$ cat src/hw/scrw_pkg.sv
`default_nettype none
package scrw_pkg;

  // ==========================================================================
  // register offsets
  localparam logic [7:0] ADDR_TMR_CFG  = 8'h31;
  localparam logic [7:0] ADDR_PIN_CFG  = 8'h32;
  localparam logic [7:0] ADDR_LOCK_CFG = 8'h39;
  localparam logic [7:0] ADDR_WDT_CLR  = 8'hE3;
  localparam logic [7:0] ADDR_STATUS   = 8'hFF;

  // ==========================================================================
  // reset values and write masks
  localparam logic [7:0] TMR_CFG_RST   = 8'h8F;
  localparam logic [7:0] PIN_CFG_RST   = 8'h00;
  localparam logic [7:0] LOCK_CFG_RST  = 8'h00;
  localparam logic [7:0] STATUS_POR    = 8'h10;
  localparam logic [7:0] PIN_CFG_WMASK = 8'h1F;
  localparam logic [7:0] LOCK_WMASK    = 8'h03;
  localparam logic [7:0] WDT_CLR_KEY   = 8'h38;

  // ==========================================================================
  // field positions
  localparam int LOCK_DIS_BIT  = 0;
  localparam int LOCK_FINE_BIT = 1;
  localparam int ST_STOP_BIT   = 0;
  localparam int ST_SLEEP_BIT  = 3;
  localparam int ST_POWER_ON_FLAG_BIT   = 4;
  localparam int ST_WATCHDOG_RESET_FLAG_BIT   = 5;
  localparam int ST_GLOBAL_INTERRUPT_STATUS_BIT   = 7;

  // ==========================================================================
  // timing
  localparam int unsigned CLK_HZ        = 125_000_000;
  localparam int unsigned HOLDOFF_MS    = 20;
  localparam int unsigned HOLDOFF_CYC   = CLK_HZ / 1000 * HOLDOFF_MS;
  localparam int unsigned WAKE_SLOW_CYC = 3;
  localparam logic [1:0]  WDT_LIMIT     = 2'h3;
  localparam int unsigned FILT_CYC      = 2;
  localparam int unsigned SLEEP_DIV_DEF = 64;
  localparam logic [3:0]  TRIM_CRS_RST  = 4'h8;
  localparam logic [5:0]  TRIM_FINE_RST = 6'h20;

  // ==========================================================================
  // types
  typedef enum logic [1:0] {
    SRC_INT24 = 2'b00,
    SRC_EXT   = 2'b01,
    SRC_SLOW  = 2'b10,
    SRC_ALT   = 2'b11
  } scrw_src_t;

  typedef struct packed {
    logic [1:0] cap_div;
    scrw_src_t  cap_sel;
    logic [1:0] itm_div;
    scrw_src_t  itm_sel;
  } scrw_tmr_cfg_t;

  typedef struct packed {
    logic [2:0] rsvd;
    logic       xtal_sel;
    logic       xtal_en;
    logic       filt_dis;
    scrw_src_t  out_sel;
  } scrw_pin_cfg_t;

  typedef struct packed {
    logic [3:0] coarse;
    logic [5:0] fine;
  } scrw_trim_t;

  typedef enum logic [2:0] {
    ST_HOLD  = 3'b000,
    ST_RUN   = 3'b001,
    ST_SLEEP = 3'b010,
    ST_WAKE  = 3'b011,
    ST_STOP  = 3'b100
  } scrw_cpu_state_t;

endpackage
`default_nettype wire

$ cat src/hw/scrw_top.sv
// Summary of operation
// (RULE1) fine-tune-only bit skips coarse trim steps
// (RULE2) lock disable stops packet-based oscillator trimming
// (RULE3) capture clock divides by 2,4,6,8
// (RULE4) capture clock source: int, ext, slow, off
// (RULE5) interval clock divides by 1,2,3,4
// (RULE6) interval clock source: int, ext, slow, capture
// (RULE7) crystal enable picks crystal, kills pin drivers
// (RULE8) firmware enables crystal before selecting it
// (RULE9) filter-disable bit bypasses external input filter
// (RULE10) clock-out pin source select
// (RULE11) sleep forces internal osc, wake after three
// (RULE12) any reset restores register defaults
// (RULE13) reset starts cpu at zero, internal clock
// (RULE14) hold cpu 20 ms after power-on
// (RULE15) watchdog flag set by hardware, sw clears
// (RULE16) power-on flag set at power-on, sw clears
// (RULE17) clearing power-on flag arms watchdog
// (RULE18) sleep bit sleeps cpu until interrupt
// (RULE19) stop bit halts cpu until reset
// (RULE20) sleep timer overflow raises sleep interrupt
// (RULE21) watchdog resets after three timer overflows
// (RULE22) watchdog-clear write clears count, 0x38 timer
// (RULE23) watchdog-clear register is write-only at 0xE3
// (RULE24) reserved bits ignore writes, read zero
//
`default_nettype none
module scrw_top #(
  parameter int unsigned HOLD_CYCLES = scrw_pkg::HOLDOFF_CYC,
  parameter int unsigned SLEEP_DIV   = scrw_pkg::SLEEP_DIV_DEF
) (
  input  wire logic       I_CLK_SYS,        // system clock
  input  wire logic       I_RST,            // power-on reset
  input  wire logic [7:0] I_ADDR,           // register address
  input  wire logic [7:0] I_WDATA,          // write data
  input  wire logic       I_WR,             // write strobe
  input  wire logic       I_RD,             // read strobe
  output logic      [7:0] O_RDATA,          // read data
  input  wire logic       I_OSC24,          // internal fast oscillator
  input  wire logic       I_OSC32K,         // internal slow oscillator
  input  wire logic       I_XTAL_CLK,       // crystal oscillator block
  input  wire logic       I_EXTERNAL_CLOCK_INPUT_PIN,      // shared pin clock input
  input  wire logic       I_USB_INT_SRC,    // usb clocked by internal osc
  input  wire logic       I_PKT_DONE,       // packet timing sample
  input  wire logic       I_PKT_FAST,       // oscillator ran fast
  input  wire logic       I_PKT_FAR,        // error needs coarse step
  input  wire logic       I_IRQ_PENDING,    // any interrupt pending
  input  wire logic       I_GIE,            // cpu global enable
  output logic      [3:0] O_TRIM_COARSE,    // coarse oscillator trim
  output logic      [5:0] O_TRIM_FINE,      // fine oscillator trim
  output logic            O_CAP_TICK,       // capture timer clock
  output logic            O_ITMR_TICK,      // interval timer clock
  output logic            O_CLOCK_OUTPUT_PIN,         // clock output pin level
  output logic            O_XTAL_EN,        // crystal oscillator enable
  output logic      [1:0] O_PIN_OE_INHIBIT, // shared pin drivers off
  output logic            O_OSC24_RUN,      // fast oscillator runs
  output logic            O_CPU_FORCE_INT,  // cpu source forced int
  output logic            O_CPU_RESET,      // cpu held at address 0
  output logic            O_CPU_RUN,        // cpu may execute
  output logic            O_SLEEP_IRQ,      // sleep timer interrupt
  output logic            O_WDT_RESET       // watchdog reset event
);

  localparam int HOLD_W = $clog2(HOLD_CYCLES + 1);
  localparam int SLP_W  = $clog2(SLEEP_DIV);

  if (HOLD_CYCLES < 1 || SLEEP_DIV < 2) begin : g_chk
    $error("scrw_top: HOLD_CYCLES >= 1 and SLEEP_DIV >= 2 required");
  end

  // ==========================================================================
  // oscillator and pin synchronisers
  // lanes: 0 fast osc, 1 slow osc, 2 crystal, 3 clock pin
  logic [3:0] async_in;
  logic [2:0] sync_reg [4];
  logic [3:0] stable_reg;
  logic [3:0] stable_next;

  assign async_in = {I_EXTERNAL_CLOCK_INPUT_PIN, I_XTAL_CLK, I_OSC32K, I_OSC24};

  for (genvar g = 0; g < 4; g++) begin : g_sync
    always_ff @(posedge I_CLK_SYS or posedge I_RST) begin
      if (I_RST) begin
        sync_reg[g] <= 3'h0;
      end else begin
        sync_reg[g] <= {sync_reg[g][1:0], async_in[g]};
      end
    end
    // a change counts only once stages two and three agree
    always_comb begin
      stable_next[g] = stable_reg[g];
      if (sync_reg[g][1] == sync_reg[g][2]) begin
        stable_next[g] = sync_reg[g][2];
      end
    end
  end

  // ==========================================================================
  // registers
  scrw_pkg::scrw_tmr_cfg_t   tmr_reg,  tmr_next;
  scrw_pkg::scrw_pin_cfg_t   pin_reg,  pin_next;
  logic [7:0]                lock_reg, lock_next;
  logic [7:0]                stat_reg, stat_next;
  logic [7:0]                rdata_reg, rdata_next;
  scrw_pkg::scrw_cpu_state_t st_reg,   st_next;
  logic                      wr_tmr, wr_pin, wr_lock, wr_wdt, wr_stat;
  logic                      wdr_next, wdr_reg;
  logic                      wake_done;

  assign wr_tmr  = I_WR && I_ADDR == scrw_pkg::ADDR_TMR_CFG;
  assign wr_pin  = I_WR && I_ADDR == scrw_pkg::ADDR_PIN_CFG;
  assign wr_lock = I_WR && I_ADDR == scrw_pkg::ADDR_LOCK_CFG;
  assign wr_wdt  = I_WR && I_ADDR == scrw_pkg::ADDR_WDT_CLR;
  assign wr_stat = I_WR && I_ADDR == scrw_pkg::ADDR_STATUS;

  always_comb begin
    tmr_next   = tmr_reg;
    pin_next   = pin_reg;
    lock_next  = lock_reg;
    stat_next  = stat_reg;
    rdata_next = 8'h00;
    if (wr_tmr) begin
      tmr_next = scrw_pkg::scrw_tmr_cfg_t'(I_WDATA);
    end
    if (wr_pin) begin
      pin_next = scrw_pkg::scrw_pin_cfg_t'(I_WDATA & scrw_pkg::PIN_CFG_WMASK); // RULE24
    end
    if (wr_lock) begin
      lock_next = I_WDATA & scrw_pkg::LOCK_WMASK; // RULE24
    end
    if (wr_stat) begin
      // flags may only be cleared; a one written there does nothing
      if (!I_WDATA[scrw_pkg::ST_WATCHDOG_RESET_FLAG_BIT]) begin
        stat_next[scrw_pkg::ST_WATCHDOG_RESET_FLAG_BIT] = 1'b0; // RULE15
      end
      if (!I_WDATA[scrw_pkg::ST_POWER_ON_FLAG_BIT]) begin
        stat_next[scrw_pkg::ST_POWER_ON_FLAG_BIT] = 1'b0; // RULE16
      end
      stat_next[scrw_pkg::ST_SLEEP_BIT] = I_WDATA[scrw_pkg::ST_SLEEP_BIT]; // RULE18
      stat_next[scrw_pkg::ST_STOP_BIT]  = I_WDATA[scrw_pkg::ST_STOP_BIT]; // RULE19
    end
    if (wake_done) begin
      stat_next[scrw_pkg::ST_SLEEP_BIT] = 1'b0;
    end
    if (I_RD) begin
      if (I_ADDR == scrw_pkg::ADDR_TMR_CFG) begin
        rdata_next = tmr_reg;
      end else if (I_ADDR == scrw_pkg::ADDR_PIN_CFG) begin
        rdata_next = pin_reg;
      end else if (I_ADDR == scrw_pkg::ADDR_LOCK_CFG) begin
        rdata_next = lock_reg;
      end else if (I_ADDR == scrw_pkg::ADDR_STATUS) begin
        rdata_next = stat_reg;
        rdata_next[scrw_pkg::ST_GLOBAL_INTERRUPT_STATUS_BIT] = I_GIE;
      end
    end
    // watchdog reset restores every default but records itself
    if (wdr_reg) begin
      tmr_next  = scrw_pkg::TMR_CFG_RST; // RULE12
      pin_next  = scrw_pkg::PIN_CFG_RST;
      lock_next = scrw_pkg::LOCK_CFG_RST;
      stat_next = 8'h00;
      stat_next[scrw_pkg::ST_WATCHDOG_RESET_FLAG_BIT] = 1'b1; // RULE15
    end
  end

  always_ff @(posedge I_CLK_SYS or posedge I_RST) begin
    if (I_RST) begin
      tmr_reg   <= scrw_pkg::TMR_CFG_RST; // RULE12
      pin_reg   <= scrw_pkg::PIN_CFG_RST;
      lock_reg  <= scrw_pkg::LOCK_CFG_RST;
      stat_reg  <= scrw_pkg::STATUS_POR; // RULE16
      rdata_reg <= 8'h00;
    end else begin
      tmr_reg   <= tmr_next;
      pin_reg   <= pin_next;
      lock_reg  <= lock_next;
      stat_reg  <= stat_next;
      rdata_reg <= rdata_next; // RULE23
    end
  end

  assign O_RDATA = rdata_reg;

  // ==========================================================================
  // clock sources, filter, dividers
  logic [1:0] filt_cnt_reg, filt_cnt_next;
  logic       filt_reg, filt_next;
  logic       external_clock_input_lvl, ext_lvl, cpu_lvl_reg, cpu_lvl_next;
  logic [1:0] cpu_div_reg, cpu_div_next;
  logic [3:0] lvl, lvl_prev_reg, edge_s;
  logic [2:0] cap_cnt_reg, cap_cnt_next;
  logic [1:0] itm_cnt_reg, itm_cnt_next;
  logic       cap_src, itm_src, cap_tick_next, itm_tick_next, clock_output_pin_next;

  // short glitches on the pin are dropped unless the filter is bypassed
  assign external_clock_input_lvl = pin_reg.filt_dis ? stable_reg[3] : filt_reg; // RULE9
  assign ext_lvl   = pin_reg.xtal_en ? stable_reg[2] : external_clock_input_lvl; // RULE7
  // levels: 0 fast osc, 1 external, 2 slow osc, 3 cpu clock
  assign lvl       = {cpu_lvl_reg, stable_reg[1], ext_lvl, stable_reg[0]};
  assign edge_s    = lvl & ~lvl_prev_reg;

  always_comb begin
    filt_next     = filt_reg;
    filt_cnt_next = 2'h0;
    if (stable_reg[3] != filt_reg) begin
      filt_cnt_next = filt_cnt_reg + 2'h1;
      if (filt_cnt_reg == 2'(scrw_pkg::FILT_CYC - 1)) begin
        filt_next     = stable_reg[3]; // RULE9
        filt_cnt_next = 2'h0;
      end
    end
    // cpu clock is the fast oscillator over eight after reset
    cpu_div_next = cpu_div_reg;
    cpu_lvl_next = cpu_lvl_reg;
    if (edge_s[0]) begin
      cpu_div_next = cpu_div_reg + 2'h1; // RULE13
      if (cpu_div_reg == 2'h3) begin
        cpu_lvl_next = ~cpu_lvl_reg;
      end
    end
    case (tmr_reg.cap_sel) // RULE4
      scrw_pkg::SRC_INT24: cap_src = edge_s[0];
      scrw_pkg::SRC_EXT:   cap_src = edge_s[1];
      scrw_pkg::SRC_SLOW:  cap_src = edge_s[2];
      default:             cap_src = 1'b0;
    endcase
    cap_cnt_next  = cap_cnt_reg;
    cap_tick_next = 1'b0;
    if (cap_src) begin
      cap_cnt_next = cap_cnt_reg + 3'h1;
      if (cap_cnt_reg >= {tmr_reg.cap_div, 1'b1}) begin
        cap_cnt_next  = 3'h0; // RULE3
        cap_tick_next = 1'b1;
      end
    end
    case (tmr_reg.itm_sel) // RULE6
      scrw_pkg::SRC_INT24: itm_src = edge_s[0];
      scrw_pkg::SRC_EXT:   itm_src = edge_s[1];
      scrw_pkg::SRC_SLOW:  itm_src = edge_s[2];
      default:             itm_src = cap_tick_next;
    endcase
    itm_cnt_next  = itm_cnt_reg;
    itm_tick_next = 1'b0;
    if (itm_src) begin
      itm_cnt_next = itm_cnt_reg + 2'h1;
      if (itm_cnt_reg >= tmr_reg.itm_div) begin
        itm_cnt_next  = 2'h0; // RULE5
        itm_tick_next = 1'b1;
      end
    end
    clock_output_pin_next = lvl[pin_reg.out_sel]; // RULE10
  end

  always_ff @(posedge I_CLK_SYS or posedge I_RST) begin
    if (I_RST) begin
      filt_reg         <= 1'b0;
      filt_cnt_reg     <= 2'h0;
      stable_reg       <= 4'h0;
      lvl_prev_reg     <= 4'h0;
      cpu_div_reg      <= 2'h0;
      cpu_lvl_reg      <= 1'b0;
      cap_cnt_reg      <= 3'h0;
      itm_cnt_reg      <= 2'h0;
      O_CAP_TICK       <= 1'b0;
      O_ITMR_TICK      <= 1'b0;
      O_CLOCK_OUTPUT_PIN         <= 1'b0;
      O_XTAL_EN        <= 1'b0;
      O_PIN_OE_INHIBIT <= 2'h0;
    end else begin
      filt_reg         <= filt_next;
      filt_cnt_reg     <= filt_cnt_next;
      stable_reg       <= stable_next;
      lvl_prev_reg     <= lvl;
      cpu_div_reg      <= cpu_div_next;
      cpu_lvl_reg      <= cpu_lvl_next;
      cap_cnt_reg      <= cap_cnt_next;
      itm_cnt_reg      <= itm_cnt_next;
      O_CAP_TICK       <= cap_tick_next;
      O_ITMR_TICK      <= itm_tick_next;
      O_CLOCK_OUTPUT_PIN         <= clock_output_pin_next;
      O_XTAL_EN        <= pin_next.xtal_en;
      O_PIN_OE_INHIBIT <= {2{pin_next.xtal_en}}; // RULE7
    end
  end

  // ==========================================================================
  // oscillator lock trimming
  scrw_pkg::scrw_trim_t trim_reg, trim_next;
  logic                 lock_on;

  // trimming only makes sense while the internal osc clocks usb
  assign lock_on = !lock_reg[scrw_pkg::LOCK_DIS_BIT] && I_USB_INT_SRC
                   && st_reg != scrw_pkg::ST_SLEEP; // RULE2

  always_comb begin
    trim_next = trim_reg;
    if (lock_on && I_PKT_DONE) begin
      if (I_PKT_FAR && !lock_reg[scrw_pkg::LOCK_FINE_BIT]) begin // RULE1
        if (I_PKT_FAST && trim_reg.coarse != 4'h0) begin
          trim_next.coarse = trim_reg.coarse - 4'h1;
        end else if (!I_PKT_FAST && trim_reg.coarse != 4'hF) begin
          trim_next.coarse = trim_reg.coarse + 4'h1;
        end
      end else if (I_PKT_FAST && trim_reg.fine != 6'h00) begin
        trim_next.fine = trim_reg.fine - 6'h01; // RULE2
      end else if (!I_PKT_FAST && trim_reg.fine != 6'h3F) begin
        trim_next.fine = trim_reg.fine + 6'h01;
      end
    end
    if (wdr_reg) begin
      trim_next = {scrw_pkg::TRIM_CRS_RST, scrw_pkg::TRIM_FINE_RST};
    end
  end

  always_ff @(posedge I_CLK_SYS or posedge I_RST) begin
    if (I_RST) begin
      trim_reg <= {scrw_pkg::TRIM_CRS_RST, scrw_pkg::TRIM_FINE_RST};
    end else begin
      trim_reg <= trim_next;
    end
  end

  assign O_TRIM_COARSE = trim_reg.coarse;
  assign O_TRIM_FINE   = trim_reg.fine;

  // ==========================================================================
  // sleep timer and watchdog
  logic [SLP_W-1:0] slp_cnt_reg, slp_cnt_next;
  logic [1:0]       wdt_cnt_reg, wdt_cnt_next;
  logic             slp_ovf;

  assign slp_ovf = edge_s[2] && slp_cnt_reg == SLP_W'(SLEEP_DIV - 1); // RULE20

  always_comb begin
    slp_cnt_next = slp_cnt_reg;
    wdt_cnt_next = wdt_cnt_reg;
    wdr_next     = 1'b0;
    if (edge_s[2]) begin
      slp_cnt_next = slp_ovf ? '0 : slp_cnt_reg + SLP_W'(1);
    end
    // watchdog runs only once the power-on flag has been cleared
    if (slp_ovf && !stat_reg[scrw_pkg::ST_POWER_ON_FLAG_BIT]) begin // RULE17
      wdt_cnt_next = wdt_cnt_reg + 2'h1;
      if (wdt_cnt_next == scrw_pkg::WDT_LIMIT) begin
        wdr_next     = 1'b1; // RULE21
        wdt_cnt_next = 2'h0;
      end
    end
    // a clear in the overflow cycle wins: firmware kicked in time
    if (wr_wdt) begin
      wdt_cnt_next = 2'h0; // RULE22
      wdr_next     = 1'b0;
      if (I_WDATA == scrw_pkg::WDT_CLR_KEY) begin
        slp_cnt_next = '0; // RULE22
      end
    end
  end

  always_ff @(posedge I_CLK_SYS or posedge I_RST) begin
    if (I_RST) begin
      slp_cnt_reg <= '0;
      wdt_cnt_reg <= 2'h0;
      wdr_reg     <= 1'b0;
      O_SLEEP_IRQ <= 1'b0;
    end else begin
      slp_cnt_reg <= slp_cnt_next;
      wdt_cnt_reg <= wdt_cnt_next;
      wdr_reg     <= wdr_next;
      O_SLEEP_IRQ <= slp_ovf; // RULE20
    end
  end

  assign O_WDT_RESET = wdr_reg;

  // ==========================================================================
  // cpu hold, run, sleep and stop sequencing
  logic [HOLD_W-1:0] hold_cnt_reg, hold_cnt_next;
  logic [1:0]        wake_cnt_reg, wake_cnt_next;

  assign wake_done = st_reg == scrw_pkg::ST_WAKE && edge_s[2]
                     && wake_cnt_reg == 2'(scrw_pkg::WAKE_SLOW_CYC - 1);

  always_comb begin
    st_next       = st_reg;
    hold_cnt_next = hold_cnt_reg;
    wake_cnt_next = wake_cnt_reg;
    case (st_reg)
      scrw_pkg::ST_HOLD: begin
        hold_cnt_next = hold_cnt_reg + HOLD_W'(1);
        if (hold_cnt_reg >= HOLD_W'(HOLD_CYCLES - 1)) begin
          st_next = scrw_pkg::ST_RUN; // RULE14
        end
      end
      scrw_pkg::ST_RUN: begin
        if (stat_reg[scrw_pkg::ST_STOP_BIT]) begin
          st_next = scrw_pkg::ST_STOP; // RULE19
        end else if (stat_reg[scrw_pkg::ST_SLEEP_BIT]) begin
          st_next = scrw_pkg::ST_SLEEP; // RULE18
        end
      end
      scrw_pkg::ST_SLEEP: begin
        wake_cnt_next = 2'h0;
        if (I_IRQ_PENDING) begin
          st_next = scrw_pkg::ST_WAKE; // RULE18
        end
      end
      scrw_pkg::ST_WAKE: begin
        if (edge_s[2]) begin
          wake_cnt_next = wake_cnt_reg + 2'h1;
        end
        if (wake_done) begin
          st_next = scrw_pkg::ST_RUN; // RULE11
        end
      end
      default: begin
        st_next = scrw_pkg::ST_STOP;
      end
    endcase
    // watchdog reset restarts the cpu after a single hold cycle
    if (wdr_reg) begin
      st_next       = scrw_pkg::ST_HOLD; // RULE13
      hold_cnt_next = HOLD_W'(HOLD_CYCLES - 1);
    end
  end

  always_ff @(posedge I_CLK_SYS or posedge I_RST) begin
    if (I_RST) begin
      st_reg          <= scrw_pkg::ST_HOLD;
      hold_cnt_reg    <= '0;
      wake_cnt_reg    <= 2'h0;
      O_CPU_RESET     <= 1'b1;
      O_CPU_RUN       <= 1'b0;
      O_OSC24_RUN     <= 1'b1;
      O_CPU_FORCE_INT <= 1'b1;
    end else begin
      st_reg          <= st_next;
      hold_cnt_reg    <= hold_cnt_next;
      wake_cnt_reg    <= wake_cnt_next;
      O_CPU_RESET     <= st_next == scrw_pkg::ST_HOLD; // RULE13
      O_CPU_RUN       <= st_next == scrw_pkg::ST_RUN;
      O_OSC24_RUN     <= st_next != scrw_pkg::ST_SLEEP; // RULE11
      O_CPU_FORCE_INT <= st_next == scrw_pkg::ST_SLEEP
                         || st_next == scrw_pkg::ST_WAKE
                         || st_next == scrw_pkg::ST_HOLD;
    end
  end
endmodule // scrw_top
`default_nettype wire

$ cat config.mk
export PLATFORM = sky130hd
export DESIGN_NAME = scrw_top
export DESIGN_NICKNAME = d
export VERILOG_FILES = /design/src/hw/scrw_pkg.sv /design/src/hw/scrw_top.sv
export SDC_FILE = /design/constraint.sdc
export NUM_CORES = 1
export LEC_CHECK = 0
export BUFFER_PORTS_ARGS = -buffer_cell sky130_fd_sc_hd__buf_2
export CORE_AREA = 8 8 122 124
export DETAILED_ROUTE_END_ITERATION = 6
export DIE_AREA = 0 0 130 132
export GPL_ROUTABILITY_DRIVEN = 0
export PLACE_DENSITY = 0.61
export SKIP_CTS_REPAIR_TIMING = 1
export SYNTH_ARGS = -nofsm -noshare
export SYNTH_HDL_FRONTEND = slang
export SYNTH_SLANG_ARGS = --single-unit
$ cat constraint.sdc
create_clock -name I_CLK_SYS -period 5.45 [get_ports I_CLK_SYS]
set_input_delay 0.545 -clock I_CLK_SYS [delete_from_list [all_inputs] [get_ports I_CLK_SYS]]
set_output_delay 0.545 -clock I_CLK_SYS [all_outputs]
set_load 0.02 [all_outputs]
Yosys cells after proc, flatten, opt, wreduce, memory -nomap -nowiden --
Cells that the tools add are included.
Operators by class: add/sub/neg operators 12, $mul 0, divide/modulo/power cells 0, order comparisons 4, equal/unequal tests 34, shifts and indexed selects 0, mux-type cells 60, bitwise logic cells 3, reductions and logical operators 48
Operators by type and width (count):
- $mux 8 | 11
- $mux 6 | 8
- $mux 22 | 2
- $eq 8x6->1 const B | 4
- $mux 3 | 8
- $add 22x1->22 const B | 1
- $ge 22x22->1 const B | 1
- $mux 10 | 2
- $reduce_bool 2->1 | 9
- $logic_and 1x1->1 | 17
- $eq 8x8->1 const B | 2
- $mux 1 | 14
- $mux 2 | 7
- $add 6x1->6 const B | 2
- $eq 3x2->1 const B | 4
- $mux 4 | 3
- $pmux 3 s4 | 1
- $add 2x1->2 const B | 5
- $eq 2x2->1 const B | 5
- $reduce_and 2->1 | 5
- $reduce_bool 3->1 | 3
- $eq 2x1->1 const B | 3
- $eq 3x1->1 const B | 2
- $eq 6x6->1 const B | 1
- 27 further kinds | 41
Storage, ports and cells: register bits 121, latch bits 0, RAM bits 0, ROM bits 0, output and inout port bits 30, memories kept 0

Logic depth before layout (Yosys ltp) --
depth after elaboration 11, gate-level depth with buffers 8

Least setup slack after synthesis --
Ideal clock, no wire load.
path type reg-to-reg, start point reg trim_reg (netlist bit O_TRIM_FINE[5]), end point reg trim_reg (netlist bit O_TRIM_FINE[5]), data arrival time 2.437 ns, slack 2.948 ns, stages on the path, launching flop included 9, buffers on the path 0, clock period less this slack 2.502 ns, cell sequence dfstp_2 -> nor4_1 -> a21boi_0 -> ha_1 -> a211oi_1 -> o21ai_0 -> and3_1 -> or4_1 -> nand3_1
Between the ends: longest elaborated chain between the ends 6, elaborated cells between the ends (all ways) 13, classes of those cells add/sub: 2; eq/ne: 1; mux: 5; reduce/logical: 5
RTL lines:
- start, declared | line scrw_top.sv:289 | scrw_pkg::scrw_trim_t trim_reg, trim_next;
- start signal, assigned | line scrw_top.sv:318 | trim_reg <= {scrw_pkg::TRIM_CRS_RST, scrw_pkg::TRIM_FINE_RST};
- start signal, assigned | line scrw_top.sv:320 | trim_reg <= trim_next;
- $add 6x1->6 / $reduce_bool 6->1 (equally long branches) | line scrw_top.sv:308, scrw_top.sv:305
- $mux 6 / $logic_and 1x1->1 (equally long branches) | line scrw_top.sv:307, scrw_top.sv:305
- $mux 6 | line scrw_top.sv:305 | end else if (I_PKT_FAST && trim_reg.fine != 6'h00) begin
- $mux 6 | line scrw_top.sv:299 | if (I_PKT_FAR && !lock_reg[scrw_pkg::LOCK_FINE_BIT]) begin
- $mux 10 | line scrw_top.sv:298 | if (lock_on && I_PKT_DONE) begin
- $mux 10 | line scrw_top.sv:311 | if (wdr_reg) begin
Several ways; a longest one is shown, not always the timed one. The select of a mux whose other input is x is not followed. A chain may end at the register's enable or synchronous reset.

Final worst setup path --
start point reg trim_reg (netlist bit O_TRIM_FINE[0]), end point reg trim_reg (netlist bit O_TRIM_FINE[5])
The elaborated chain is that of the path after synthesis.

==> key figures <==
GRT
  – Number of global-route vias before repair: 4024
  – Initial antenna violation count: 0
  – Largest net degree at the start of global routing: 58
  – Global-route wire length before repair: 19960 µm
  – Residual overflow from global routing: 0
  – Gr usage total: 0.1451

Job
  – Max Cap Viol: 0

Critical path
  – R2r setup slk: 2.72 ns
  – WS Path Type: register to register
  – Worst setup EP type: register
  – Reg2Reg Depth: 8
  – Setup crit start kind: register
  – Arr. time, crit path: roughly 3 ns
  – Critical path fanouts, max: 7
  – R2r endpoint: O_TRIM_FINE[5]
  – R2R Path Start: O_TRIM_FINE[0]
  – Required @ worst endpoint: about 5.7 ns

Yosys
  – Syn Area/Cell: ~10 µm²
  – Synth unique cells: 60
  – Post-synth EDFFs: 0
  – Seq/Total Area, Yosys: 0.5246
  – Mapped Nets: 563
  – #FFs+latches synth: 111
  – Synthesized cell area: 5321 µm²
  – Ys async rst share: 1.000
  – Yosys warns: 0
  – Syn Inst Count: 516
  – Main synth FF type: dfrtp_1

Hold path
  – Hold Crit Class: input port to register
  – Worst hold stages: 1
  – Hold_sp: I_OSC32K
  – Hold Path Sink: sync_reg[6]

CTS
  – Clock sink total: 111
  – CTS buffer count: 9
  – Clock buffer depth: 2
  – Clk_lat worst skew: 0.35 ns
  – CTS HTree Levels: 3
  – CTS tree: yes
  – CTS root buffer: clkbuf_16
  – CTS clk-pin slew, worst paths: 0.07 ns

Floorplanning
  – CORE AREA: 12980 µm²
  – Die X: between 100 and 150 µm
  – Initial Util: 0.4100
  – Rows: 42
  – Die Height: between 100 and 150 µm
  – IO Count: 60
  – Die area: 17160 µm²

Detailed routing
  – # DRC: 0
  – Post-route ant nets: 0
  – Vias: approximately 4k
  – DRT Pass-1 Iters: 5
  – Final wirelength: 11960 µm
  – Mean number of vias per cell: around 5.3
  – Avg WL per Cell: roughly 16 µm
  – Iter 0 DRT Violations: between 200 and 250

Pwr
  – Pleak: 2.751 nW
  – Switching part of the total power: 0.3381
  – Int Power: 1.727 mW
  – Seq pwr share: 0.457
  – Combinational share of power: 0.292
  – VDD IR max: 220.2 µV
  – Clock share of power: 0.250
  – Psw: 0.8820 mW
  – Power per cell area: 430.8 nW/µm²

Placement
  – Area post-placement: approximately 5800 µm²
  – Post-place setup slack: 2.707 ns
  – I/O Buffers: 59
  – Cells after DPL: 736
  – Detailed placer's ending HPWL: 8799 µm

Finish
  – Layout cells sized above 1: 0.1719
  – ANT cells: 0
  – Fin area: between 6000 and 7000 µm²
  – Most frequent cells in the layout: dfrtp_1, buf_2, nand2_1, nor2_1, inv_1
  – Max FFs per register: 22
  – P&R area growth vs syn: 13.80%
  – Layout fillers: 1240
  – Non-Filler Instances: approximately 750
  – Commonest non-fill, non-tap cell in the layout: dfrtp_1
  – Nets@finish: 618

STA
  – # setup viols final: 0
  – Hold_ws: around 0.3 ns
  – Share of the clock period used by the worst path: 0.5006
  – Rel. slew slack: 0.3489
  – Slew of the pin with the lowest slew margin: 0.9677 ns
  – Final Max Slew Viols: 0
  – Final worst slack: 2.722 ns
  – RSZ-0062 raised after global routing: no
  – Final Hold Vio Count: 0
  – Crit path time final: 2.728 ns
  – Setup_tns: 0 ns
  – Fmax achieved: 0.3665 GHz
  – Clock skew: 0.007106 ns

Outcome
  – Status: finished clean
## Yosys cell counts, types with 13 or more instances
library cell | n | area, µm²
nand3_1 | 20 | 100.1
o21ai_0 | 18 | 90.09
dfrtp_1 | 100 | 2502
xor2_1 | 16 | 140.1
ha_1 | 15 | 187.7
inv_1 | 25 | 93.84
a21oi_1 | 22 | 110.1
xnor2_1 | 13 | 113.9
mux2i_1 | 14 | 140.1
nand2_1 | 53 | 198.9
nor2_1 | 48 | 180.2
## per-stage QoR
stage | power [mW] | util
final | 2.609 | 0.4666
after detailed placement | 1.978 | 0.4440
after global placement | 1.938 | 0.4440
after CTS | 2.643 | 0.4666
after floorplan | 1.771 | -
after global routing | 2.794 | 0.4666
## metal layers
metal  global-route usage  part of all wire
met2               0.2425              0.50
met5                    0                 0
met4              0.04454             0.011
met1               0.1802              0.44
met3              0.03439             0.051
## cell families (layout without fill, tap and decap cells)
family / Yosys count / in the layout / synth area share
AO/OA/AOI/OAI: 85 / 85 / 0.1086
XOR/XNOR: 29 / 29 / 0.04773
adder cells (fa/ha/maj): 21 / 21 / 0.05032
buffers and inverters: 42 / 102 / 0.03480
flip-flops: 111 / 111 / 0.5246
multiplexers: 19 / 19 / 0.03903
AND/OR/NAND/NOR: 209 / 209 / 0.1949
## power groups by stage
stage          sequential (mW)  clock (mW)  combinational, mW
5_1_grt                   1.22       0.704              0.866
6_report                  1.19       0.653              0.763
2_1_floorplan             1.22           0              0.551
3_5_place_dp              1.20           0              0.773
3_3_place_gp              1.20           0              0.742
4_1_cts                   1.19       0.674              0.777
## critical path, stage by stage, from the launching register on
cell      delay [ns]
dfrtp_1         0.47
nor4_1          0.41
a21boi_0        0.33
ha_1            0.45
o21ai_0         0.10
o21ai_0         0.22
a21oi_1         0.12
or4_1           0.47
nand3_1         0.09
## worst max-delay path by stage
| stage | startpoint | end | slack (ns) |
|---|---|---|---|
| floorplan | I_RST | O_CAP_TICK | 1.99 |
| global placement | I_PKT_FAST | O_TRIM_FINE[5] | 2.82 |
| detailed placement | I_PKT_FAST | O_TRIM_FINE[5] | 2.71 |
| CTS | O_TRIM_FINE[0] | O_TRIM_FINE[5] | 2.77 |
| global route | O_TRIM_FINE[0] | O_TRIM_FINE[5] | 2.51 |
| finish | O_TRIM_FINE[0] | O_TRIM_FINE[5] | 2.72 |
## final cells by class
cell class	instances	area [µm²]	area share
Clock buffer	13	250.2	0.04132
Clock inverter	3	42.54	0.007025
Inverter	25	96.34	0.01591
Multi-Input combinational cell	363	2345	0.3872
Sequential cell	111	2791	0.4610
Tap cell	176	220.2	0.03636
Timing Repair Buffer	61	310.3	0.05124
Power figures use the tool's default switching activity.
